### config.mk
export PLATFORM = sky130hd
export DESIGN_NAME = dct_top
export DESIGN_NICKNAME = d
export VERILOG_FILES = /design/src/shared/dct_pkg.sv /design/src/hw/dct_top.sv
export SDC_FILE = /design/constraint.sdc
export NUM_CORES = 1
export LEC_CHECK = 0
export ABC_AREA = 0
export BUFFER_PORTS_ARGS = -buffer_cell sky130_fd_sc_hd__buf_2
export CORE_MARGIN = 8
export CORE_UTILIZATION = 61
export DETAILED_ROUTE_END_ITERATION = 12
export PLACE_DENSITY = 0.78
export REMOVE_ABC_BUFFERS = 1
export SYNTH_ARGS = -nofsm -noshare
export SYNTH_HDL_FRONTEND = slang
export SYNTH_SLANG_ARGS = --single-unit
### constraint.sdc
create_clock -name ref_clk -period 3 [get_ports ref_clk]
set_clock_uncertainty 0.15 [all_clocks]
set_input_delay 0 -clock ref_clk [delete_from_list [all_inputs] [get_ports ref_clk]]
set_output_delay 0 -clock ref_clk [all_outputs]
set_load 0.1 [all_outputs]
### src/shared/dct_pkg.sv
`default_nettype none
package dct_pkg;

  // register select codes on the register port
  localparam logic [3:0] SEL_CAH  = 4'h0;
  localparam logic [3:0] SEL_CAL  = 4'h1;
  localparam logic [3:0] SEL_CBH  = 4'h2;
  localparam logic [3:0] SEL_CBL  = 4'h3;
  localparam logic [3:0] SEL_FH   = 4'h4;
  localparam logic [3:0] SEL_FL   = 4'h5;
  localparam logic [3:0] SEL_CTRL = 4'h6;
  localparam logic [3:0] SEL_TRIG = 4'h7;
  localparam logic [3:0] SEL_STAT = 4'h8;
  localparam logic [3:0] SEL_FRC  = 4'h9;

  // trace_control bit positions
  localparam int CTL_ON    = 7;
  localparam int CTL_ARM   = 6;
  localparam int CTL_TAG   = 5;
  localparam int CTL_BRK   = 4;
  localparam int CTL_DIR_A  = 3;
  localparam int CTL_QUAL_A = 2;
  localparam int CTL_DIR_B  = 1;
  localparam int CTL_QUAL_B = 0;

  // trigger_setup_reg layout: bits 5:4 hard-wired to zero
  localparam int         TRIG_BEGIN = 6;
  localparam logic [7:0] TRIG_WMASK = 8'hCF;
  localparam int         FRC_BIT    = 0;

  localparam int         FIFO_DEPTH = 8;
  localparam logic [3:0] COUNT_FULL = 4'h8;
  localparam logic [7:0] ZERO_BYTE  = 8'h00;

  typedef enum logic [3:0] {
    MD_A_ONLY  = 4'h0,
    MD_A_OR_B  = 4'h1,
    MD_A_THEN  = 4'h2,
    MD_EVT_B   = 4'h3,
    MD_A_EVT_B = 4'h4,
    MD_A_DAT   = 4'h5,
    MD_A_NDAT  = 4'h6,
    MD_INSIDE  = 4'h7,
    MD_OUTSIDE = 4'h8
  } dct_mode_t;

  // one cpu bus cycle
  typedef struct packed {
    logic [15:0] addr;
    logic [7:0]  data;
    logic        rd;
    logic        valid;
    logic        opfetch;
  } dct_cpu_t;

  // one register access; bdm marks a serial background command
  typedef struct packed {
    logic [3:0] sel;
    logic [7:0] wdata;
    logic       rd;
    logic       wr;
    logic       bdm;
  } dct_bus_t;

  typedef struct packed {
    logic [FIFO_DEPTH-1:0][15:0] fifo;
    logic [15:0]                 ca;
    logic [15:0]                 cb;
    logic [15:0]                 last_op;
    logic [7:0]                  ctrl;
    logic [7:0]                  trig;
    logic [7:0]                  rdata;
    logic [3:0]                  cnt;
    logic                        af;
    logic                        bf;
    logic                        a_seen;
    logic                        started;
    logic                        brk;
    logic                        tag;
    logic                        frc;
  } dct_state_t;

  localparam dct_state_t ST_RESET = '0;

endpackage
`default_nettype wire

### src/hw/dct_top.sv
`timescale 1ns/1ps
`default_nettype none
module dct_top (
  // clock and reset
  input  wire logic             ref_clk,
  input  wire logic             rst,
  // cpu bus and security state
  input  wire dct_pkg::dct_cpu_t cpu,
  input  wire logic             secure,
  // register port
  input  wire dct_pkg::dct_bus_t bus,
  output logic [7:0]            rdata_q,
  // break requests and system reset
  output logic                  brk_req_q,
  output logic                  brk_tag_q,
  output logic                  mcu_reset_q
);

  dct_pkg::dct_state_t s_q;
  dct_pkg::dct_state_t s_d;
  dct_pkg::dct_mode_t  mode;
  logic                hit_a;
  logic                hit_b;
  logic                armed;
  logic                evt;
  logic                beg;
  logic                trig_hit;
  logic                cap;
  logic [15:0]         cap_word;
  logic                rd_fl;

  // address comparators with optional direction qualification
  assign hit_a = cpu.valid && (cpu.addr == s_q.ca)
    && (!s_q.ctrl[dct_pkg::CTL_QUAL_A] || (cpu.rd == s_q.ctrl[dct_pkg::CTL_DIR_A]));
  assign hit_b = cpu.valid && (cpu.addr == s_q.cb)
    && (!s_q.ctrl[dct_pkg::CTL_QUAL_B] || (cpu.rd == s_q.ctrl[dct_pkg::CTL_DIR_B]));

  assign mode  = dct_pkg::dct_mode_t'(s_q.trig[3:0]);
  assign armed = s_q.ctrl[dct_pkg::CTL_ARM];
  assign evt   = (mode == dct_pkg::MD_EVT_B) || (mode == dct_pkg::MD_A_EVT_B);
  // event-only runs are always begin traces
  assign beg   = evt || s_q.trig[dct_pkg::TRIG_BEGIN];
  assign rd_fl = bus.rd && (bus.sel == dct_pkg::SEL_FL);

  // trigger condition per mode; B low byte doubles as data in data modes
  always_comb begin
    trig_hit = 1'b0;
    unique case (mode)
      dct_pkg::MD_A_ONLY:  trig_hit = hit_a;
      dct_pkg::MD_A_OR_B:  trig_hit = hit_a || hit_b;
      dct_pkg::MD_A_THEN:  trig_hit = s_q.a_seen && hit_b;
      dct_pkg::MD_EVT_B:   trig_hit = hit_b;
      dct_pkg::MD_A_EVT_B: trig_hit = s_q.a_seen && hit_b;
      dct_pkg::MD_A_DAT:   trig_hit = hit_a && (cpu.data == s_q.cb[7:0]);
      dct_pkg::MD_A_NDAT:  trig_hit = hit_a && (cpu.data != s_q.cb[7:0]);
      dct_pkg::MD_INSIDE:  trig_hit = cpu.valid && (cpu.addr >= s_q.ca) && (cpu.addr <= s_q.cb);
      dct_pkg::MD_OUTSIDE: trig_hit = cpu.valid && ((cpu.addr < s_q.ca) || (cpu.addr > s_q.cb));
      default:             trig_hit = 1'b0;
    endcase
  end

  // capture: event-only stores data bytes, other modes store fetch addresses
  always_comb begin
    if (evt) begin
      cap      = armed && trig_hit;
      cap_word = {dct_pkg::ZERO_BYTE, cpu.data};
    end else begin
      cap      = armed && cpu.valid && cpu.opfetch && (!beg || s_q.started || trig_hit);
      cap_word = cpu.addr;
    end
  end

  // next state: run events first, register writes last so software wins
  always_comb begin
    s_d     = s_q;
    s_d.brk = 1'b0;
    s_d.frc = 1'b0;
    if (cpu.valid && cpu.opfetch) begin
      s_d.last_op = cpu.addr;
    end
    if (armed) begin
      if (hit_a) begin
        s_d.af     = 1'b1;
        s_d.a_seen = 1'b1;
      end
      if (hit_b) begin
        s_d.bf = 1'b1;
      end
      if (trig_hit) begin
        s_d.started = 1'b1;
      end
    end
    // new entries shift in at the top; head of the queue is entry 0
    if (cap) begin
      s_d.fifo = {cap_word, s_q.fifo[dct_pkg::FIFO_DEPTH-1:1]};
      if (s_q.cnt != dct_pkg::COUNT_FULL) begin
        s_d.cnt = s_q.cnt + 4'h1;
      end
    end
    // run completion
    if (armed && !beg && trig_hit) begin
      s_d.ctrl[dct_pkg::CTL_ARM] = 1'b0;
      s_d.brk = s_q.ctrl[dct_pkg::CTL_BRK];
      s_d.tag = s_q.ctrl[dct_pkg::CTL_TAG];
    end
    if (armed && beg && cap && (s_q.cnt == dct_pkg::COUNT_FULL - 4'h1)) begin
      s_d.ctrl[dct_pkg::CTL_ARM] = 1'b0;
      s_d.brk = s_q.ctrl[dct_pkg::CTL_BRK];
      s_d.tag = s_q.ctrl[dct_pkg::CTL_TAG];
    end
    // unarmed lower-byte reads advance and feed the profiling address in
    if (rd_fl && !armed) begin
      s_d.fifo = {s_q.last_op, s_q.fifo[dct_pkg::FIFO_DEPTH-1:1]};
    end
    // register writes
    if (bus.wr) begin
      unique case (bus.sel)
        dct_pkg::SEL_CAH: if (!armed) s_d.ca[15:8] = bus.wdata;
        dct_pkg::SEL_CAL: if (!armed) s_d.ca[7:0]  = bus.wdata;
        dct_pkg::SEL_CBH: if (!armed) s_d.cb[15:8] = bus.wdata;
        dct_pkg::SEL_CBL: if (!armed) s_d.cb[7:0]  = bus.wdata;
        dct_pkg::SEL_TRIG: if (!armed) s_d.trig = bus.wdata & dct_pkg::TRIG_WMASK;
        dct_pkg::SEL_CTRL: begin
          s_d.ctrl = bus.wdata;
          s_d.ctrl[dct_pkg::CTL_ON] = bus.wdata[dct_pkg::CTL_ON] && !secure;
          // arming needs the module on; clearing either bit stops a run
          s_d.ctrl[dct_pkg::CTL_ARM] = bus.wdata[dct_pkg::CTL_ARM]
            && s_d.ctrl[dct_pkg::CTL_ON];
          if (s_d.ctrl[dct_pkg::CTL_ARM] && !armed) begin
            s_d.cnt     = 4'h0;
            s_d.af      = 1'b0;
            s_d.bf      = 1'b0;
            s_d.a_seen  = 1'b0;
            s_d.started = 1'b0;
          end
        end
        // only a serial background command may force the reset
        dct_pkg::SEL_FRC: s_d.frc = bus.bdm && bus.wdata[dct_pkg::FRC_BIT];
        default: ; // fifo bytes, status and unused codes ignore writes
      endcase
    end
    // read data, registered one cycle after the strobe
    if (bus.rd) begin
      unique case (bus.sel)
        dct_pkg::SEL_CAH:  s_d.rdata = s_q.ca[15:8];
        dct_pkg::SEL_CAL:  s_d.rdata = s_q.ca[7:0];
        dct_pkg::SEL_CBH:  s_d.rdata = s_q.cb[15:8];
        dct_pkg::SEL_CBL:  s_d.rdata = s_q.cb[7:0];
        dct_pkg::SEL_FH:   s_d.rdata = evt ? dct_pkg::ZERO_BYTE : s_q.fifo[0][15:8];
        dct_pkg::SEL_FL:   s_d.rdata = s_q.fifo[0][7:0];
        dct_pkg::SEL_CTRL: s_d.rdata = s_q.ctrl;
        dct_pkg::SEL_TRIG: s_d.rdata = s_q.trig;
        dct_pkg::SEL_STAT: s_d.rdata = {s_q.af, s_q.bf, armed, 1'b0, s_q.cnt};
        default:           s_d.rdata = dct_pkg::ZERO_BYTE;
      endcase
    end
  end

  // whole state in one register
  always_ff @(posedge ref_clk) begin
    if (rst) begin
      s_q <= dct_pkg::ST_RESET;
    end else begin
      s_q <= s_d;
    end
  end

  // outputs straight from the state register
  assign rdata_q     = s_q.rdata;
  assign brk_req_q   = s_q.brk;
  assign brk_tag_q   = s_q.tag;
  assign mcu_reset_q = s_q.frc;
endmodule
`default_nettype wire

==> results_dict.tcl, run 1 <==
set metrics [dict create \
    cts_buffers 23 \
    io_buffers 55 \
    slew_headroom_pct 45.2 \
    synth_area_um2 10200 \
    yosysSeqAreaShare_pct 41.0 \
    post-dp-hpwl_um 18000 \
    area_delta_synth_final_pct 19.7 \
    critical_path_peak_fanout 17 \
    post-route-period-util_pct 100 \
    antenna_found_initial 0 \
    grt_max_degree 96 \
    postSynthCellCount 1093 \
    synth_xor_area_share_pct 0.857 \
    place.gp.congestion 0.940 \
    clk_root_buffer_cell "clkbuf_16" \
    clk_path_buf_depth 3 \
    synth-async-reset-ratio_pct 0 \
    grt_pass1_wl_um 43400 \
    post-route-util_pct 74.3 \
    reg2regPathDepth 12 \
    synth.distinct_cells 67 \
    rsz0062_at_grt "yes" \
    track_usage_pct 24.9 \
    drv_slew 0 \
    place_ws_ns -0.0156 \
    cts_num_sinks 209 \
    critPathKind "register to register" \
    wl_per_cell_um 19.3 \
    synth_top_flop_cell "dfxtp_1" \
    maxCapViolations 0 \
    finalHoldViolCount 0 \
    num_rows 47 \
    cp.arrival_ns 3.27 \
    grt-ovfl-total 0 \
    synth_compound_area_share_pct 10.1 \
    first_pass_iters 5 \
    remaining_drc_errors 0 \
    worst_pin_slew_ns 0.822 \
    placed_cell_area_um2 10700 \
    dieHeight_um 145 \
    total_leakage_power_nw 4.72 \
    yosysWarnings 0 \
    crit_end "s_q[176]" \
    layout_setup_ws_ns 0.000153 \
    die_width_um 145 \
    ios 56 \
    rrSetupSlack_ns 0.0002 \
    synth_top_family_by_area "simple AND/OR/NAND/NOR gates" \
    setup_viol 0 \
    crit_required_ns 3.27 \
    finalSetupTns_ns 0 \
    synth.avg_cell_area_um2 9.35 \
    die_area_um2 21100 \
    period_needed_ns 3.00 \
    cts_tree "built" \
    min_path_type "input port to register" \
    clkTransAtPathRegs_ns 0.06 \
    worstSetupStartpointType "register" \
    endpoint_kind "register" \
    via_per_inst 5.96 \
    drive_gt1_share_pct 15.1 \
    muxShareOfSynthArea_pct 17.8 \
    synth-simple-area-share_pct 19.8 \
    diodes 0 \
    synth_fa_ha_area_share_pct 4.16 \
    start_util_pct 62.0 \
    cts.htree.levels 1 \
    nNetsFinal 1273 \
    power.total_mw 6.11 \
    ys_seq_elements 209 \
    vias 8505 \
    ant_nets 0 \
    synth_edf_count 0 \
    grt_pass1_vias 8291 \
    drt_first_iter_violations 775 \
    r2r-start "s_q[76]" \
    clk_latency_ns 0.52 \
    cp-startpoint "s_q[76]" \
    max_freq_ghz 0.333 \
    routed_wl_um 27600 \
    status "finished, final reports clean" \
    p_per_area_nw_per_um2 499 \
    peakVddDrop_mv 0.409 \
    r2r_end "s_q[176]" \
    core_area_um2 16500 \
    fin_area_um2 12200 \
]
-- report_power, final --
part	internal, mW	switching (mW)	total (mW)
Combinational	0.221	0.285	0.506
Clock	1.64	1.15	2.79
Sequential	2.80	0.0150	2.81
Total	4.66	1.45	6.11
-- metal layers --
layer  track usage, %  routed length (um)  up-vias
met1             30.7               11300     4055
met4             11.6                1250        0
met3             5.04                2000      112
li1                 -                   -     3991
met2             41.2               13000      347
met5                0                   0        -
-- cells in the final DEF (no fill, tap or decap), types with 4 or more instances in the layout --
cell | synthesis | routed
and2_1 | 5 | 5
mux2i_1 | 176 | 175
buf_4 | 10 | 36
nor2b_1 | 12 | 12
dfxtp_2 | 0 | 14
clkbuf_16 | 0 | 24
buf_2 | 1 | 54
a211oi_1 | 6 | 6
o211ai_1 | 6 | 6
a21oi_1 | 71 | 69
o21ai_1 | 6 | 6
ha_1 | 34 | 25
a22oi_1 | 10 | 10
nor3_1 | 17 | 17
a221oi_1 | 12 | 11
nand4_1 | 11 | 11
nand2b_1 | 138 | 138
nand3_1 | 18 | 17
dlygate4sd3_1 | 0 | 50
nand3b_1 | 5 | 5
dfxtp_1 | 209 | 195
clkbuf_1 | 51 | 4
nor2_1 | 77 | 77
ha_4 | 0 | 9
nand2_1 | 79 | 79
xnor2_1 | 8 | 8
inv_1 | 42 | 42
o21ai_0 | 15 | 15
buf_12 | 10 | 6
a21o_1 | 8 | 8
-- cells by family after synthesis --
logic type      Yosys count
xor+xnor                 10
compound gates          161
buf+inv                 116
fa+ha+maj                34
flops                   209
simple gates            384
mux                     179
-- per-stage QoR --
| step | instances | hold WS (ns) |
|---|---|---|
| final | 1428 | 0.0204 |
| after global routing | 1428 | 0.0668 |
| after CTS | 1425 | 0.00721 |
| after detailed placement | 1332 | 0.121 |
| after global placement | 1332 | 0.114 |
| after floorplan | 1019 | -0.0809 |
-- worst min-delay path by stage --
| stage | startpoint | end | slack, ns | cells past startpoint |
|---|---|---|---|---|
| 2_1_floorplan | rst | rdata_q[0] | -0.08 | 1 |
| 3_3_place_gp | cpu[11] | s_q[35] | 0.11 | 3 |
| 3_5_place_dp | cpu[11] | s_q[35] | 0.12 | 3 |
| 4_1_cts | bus[12] | rdata_q[5] | 0.007 | 5 |
| 5_1_grt | cpu[0] | s_q[35] | 0.07 | 5 |
| 6_report | cpu[2] | s_q[6] | 0.02 | 5 |
-- state kept, by name, indices dropped and copies added, names as in the netlist --
register     flops
brk_tag_q        1
brk_req_q        1
s_q            193
mcu_reset_q      1
armed            1
mode             4
rdata_q          8
-- Yosys cell counts (10+ instances only) --
master    number  area [um^2]
nor2b_1       12         75.1
buf_12        10          200
nand4_1       11         68.8
ha_1          34          425
dfxtp_1      209         4180
clkbuf_1      51          191
nand2_1       79          297
a22oi_1       10         75.1
nor3_1        17         85.1
mux2i_1      176         1760
a21oi_1       71          355
nand2b_1     138          863
o21ai_0       15         75.1
nor2_1        77          289
inv_1         42          158
buf_4         10         75.1
a221oi_1      12          105
nand3_1       18         90.1
-- what timing repair did --
item,CTS,global route
setup endpoints to repair,36,133
cloned,0,1
endpoints found under the hold margin,90,0
buffers inserted,4,2
hold buffers,50,0
resized for setup,3,40
pin swaps,5,4
-- worst max-delay path, cell delays in order (launching register included) --
cell,delay [ns]
dfxtp_2,0.35
inv_1,0.05
ha_1,0.29
nand4_1,0.12
buf_4,0.18
a2111o_1,0.38
and3_1,0.19
a211oi_2,0.21
o22ai_2,0.14
o211ai_4,0.19
buf_12,0.19
buf_12,0.18
mux2i_1,0.25
-- layout make-up --
cell class / instances / area [um^2]
multi-input combinational: 768 / 5590
tap: 220 / 275
sequential: 209 / 4200
fill: 1162 / 4240
timing repair buffer: 150 / 1260
clock inverter: 10 / 128
inverter: 42 / 158
clock buffer: 29 / 618
Note: power is estimated with default switching activity, not from simulation.
==> run 2: changes to the inputs <==
--- a/config.mk
+++ b/config.mk
@@ -10,6 +10,7 @@
 export CORE_MARGIN = 8
 export CORE_UTILIZATION = 61
 export DETAILED_ROUTE_END_ITERATION = 12
+export MAX_ROUTING_LAYER = met4
 export PLACE_DENSITY = 0.78
 export REMOVE_ABC_BUFFERS = 1
 export SYNTH_ARGS = -nofsm -noshare
==> results_dict.tcl, run 2 (synthesis results as in run 1) <==
set metrics [dict create \
    seqCellArea_um2 4200 \
    r2r-start "s_q[57]" \
    whs_path_depth 4 \
    worstSetupStartpointType "register" \
    clk_root_buffer_cell "clkbuf_16" \
    die_width_um 145 \
    antenna_found_initial 0 \
    max_freq_ghz 0.317 \
    regMostFlops "s_q" \
    area_delta_synth_final_pct 20.4 \
    largest_reg_flops 193 \
    critical_path_peak_fanout 8 \
    drive_gt1_share_pct 16.7 \
    diodes 0 \
    grt_pass1_wl_um 41800 \
    vias 8383 \
    reg2regPathDepth 12 \
    status "complete, but fails checks" \
    crit_required_ns 3.29 \
    cts.htree.levels 1 \
    drv_slew 0 \
    wl_per_cell_um 18.9 \
    maxCapViolations 0 \
    worst_pin_slew_ns 0.811 \
    p_per_area_nw_per_um2 492 \
    setup_viol 115 \
    grtUsageMet2_pct 39.1 \
    cts_num_sinks 209 \
    final_cells 1437 \
    grt_use_met1_pct 30.5 \
    io_buffers 55 \
    period_needed_ns 3.15 \
    total_leakage_power_nw 4.77 \
    cp.arrival_ns 3.44 \
    clkTransAtPathRegs_ns 0.06 \
    dieHeight_um 145 \
    endpoint_kind "register" \
    post-dp-hpwl_um 17900 \
    cts_tree "built" \
    drt_first_iter_violations 815 \
    fill_cells 1171 \
    dp.cells 1335 \
    rsz0062_at_grt "yes" \
    ios 56 \
    grt_use_met3_pct 4.60 \
    routed_wl_um 27200 \
    grt_pass1_vias 7955 \
    track_usage_pct 24.7 \
    rrSetupSlack_ns -0.15 \
    clk_path_buf_depth 3 \
    ant_nets 0 \
    r2r_end "s_q[136]" \
    grt_max_degree 83 \
    top_usage_layer "met2" \
    power.total_mw 6.05 \
    via_per_inst 5.83 \
    most-common-layout-cells "dfxtp_1, mux2i_1, nand2b_1" \
    hold_slack_ns 0.0402 \
    clk_latency_ns 0.51 \
    cts_buffers 22 \
    critPathKind "register to register" \
    die_area_um2 21100 \
    grt-ovfl-total 0 \
    first_pass_iters 5 \
    nNetsFinal 1281 \
    min_from "bus[11]" \
    multi_input_area_um2 5620 \
    peakVddDrop_mv 0.533 \
    place.gp.congestion 0.955 \
    start_util_pct 62.0 \
    violations "negative setup slack" \
    min_path_type "input port to register" \
    layout_commonest_cell "dfxtp_1" \
    min_to "rdata_q[2]" \
    post-route-period-util_pct 105 \
    finalHoldViolCount 0 \
    core_area_um2 16500 \
    num_rows 47 \
    slew_headroom_pct 45.8 \
    layout_setup_ws_ns -0.152 \
    remaining_drc_errors 0 \
]
-- run 2: area by class of cell --
class	instances	share of cell area, %
multi-input combinational	768	45.7
sequential	209	34.1
timing repair buffer	159	10.8
clock buffer	30	5.05
tap	220	2.24
inverter	42	1.28
clock inverter	9	0.865
-- run 2: how the worst max path moves through the flow --
| stage | startpoint | endpoint | slack [ns] | cells after the start |
|---|---|---|---|---|
| floorplan | s_q[58] | s_q[100] | -3.22 | 9 |
| global placement | s_q[54] | s_q[101] | -0.07 | 12 |
| detailed placement | s_q[54] | s_q[136] | -0.14 | 12 |
| CTS | s_q[58] | s_q[136] | -0.02 | 12 |
| global route | s_q[61] | s_q[138] | -0.19 | 12 |
| finish | s_q[57] | s_q[136] | -0.15 | 12 |
-- run 2: where the power goes --
part,internal (mW),total (mW),leakage [nW],switching (mW)
Sequential,2.80,2.81,1.69,0.0150
Clock,1.62,2.73,0.363,1.11
Combinational,0.221,0.506,2.71,0.285
-- run 2: worst max-delay path, cell delays in order (launching register included) --
cell and delay, ns:
dfxtp_1 0.36, inv_1 0.06, ha_1 0.29, nand4_1 0.16
or3_4 0.40, or2_1 0.26, a211oi_2 0.30, o22ai_2 0.17
o211ai_4 0.27, buf_12 0.16, buf_12 0.13, buf_16 0.14
mux2i_2 0.21
-- run 2: through the flow --
stage / area (um^2) / TNS (ns) / worst slack, ns / util, %
finish: 12300 / -6.82 / -0.152 / 74.7
floorplan: 9730 / -322.39 / -3.22 / -
detailed placement: 10700 / -5.95 / -0.135 / 64.9
global route: 12300 / -9.20 / -0.185 / 74.7
CTS: 12000 / -0.0210 / -0.0173 / 72.6
global placement: 10700 / -3.56 / -0.0705 / 64.9
-- run 2: metal layers --
metal  up-vias  part of all wire (%)
met2       369                    46
met1      3920                    42
met3        96                   8.0
li1       3998                     -
met4         0                   4.2
met5         -                     0
-- run 2: what timing repair did --
action	in CTS	in global routing
hold endpoints to repair	91	0
buffers inserted	5	10
endpoints found under the setup margin	118	131
hold buffers	47	0
pin swaps	4	17
gates resized for setup	6	47
gates cloned	0	2
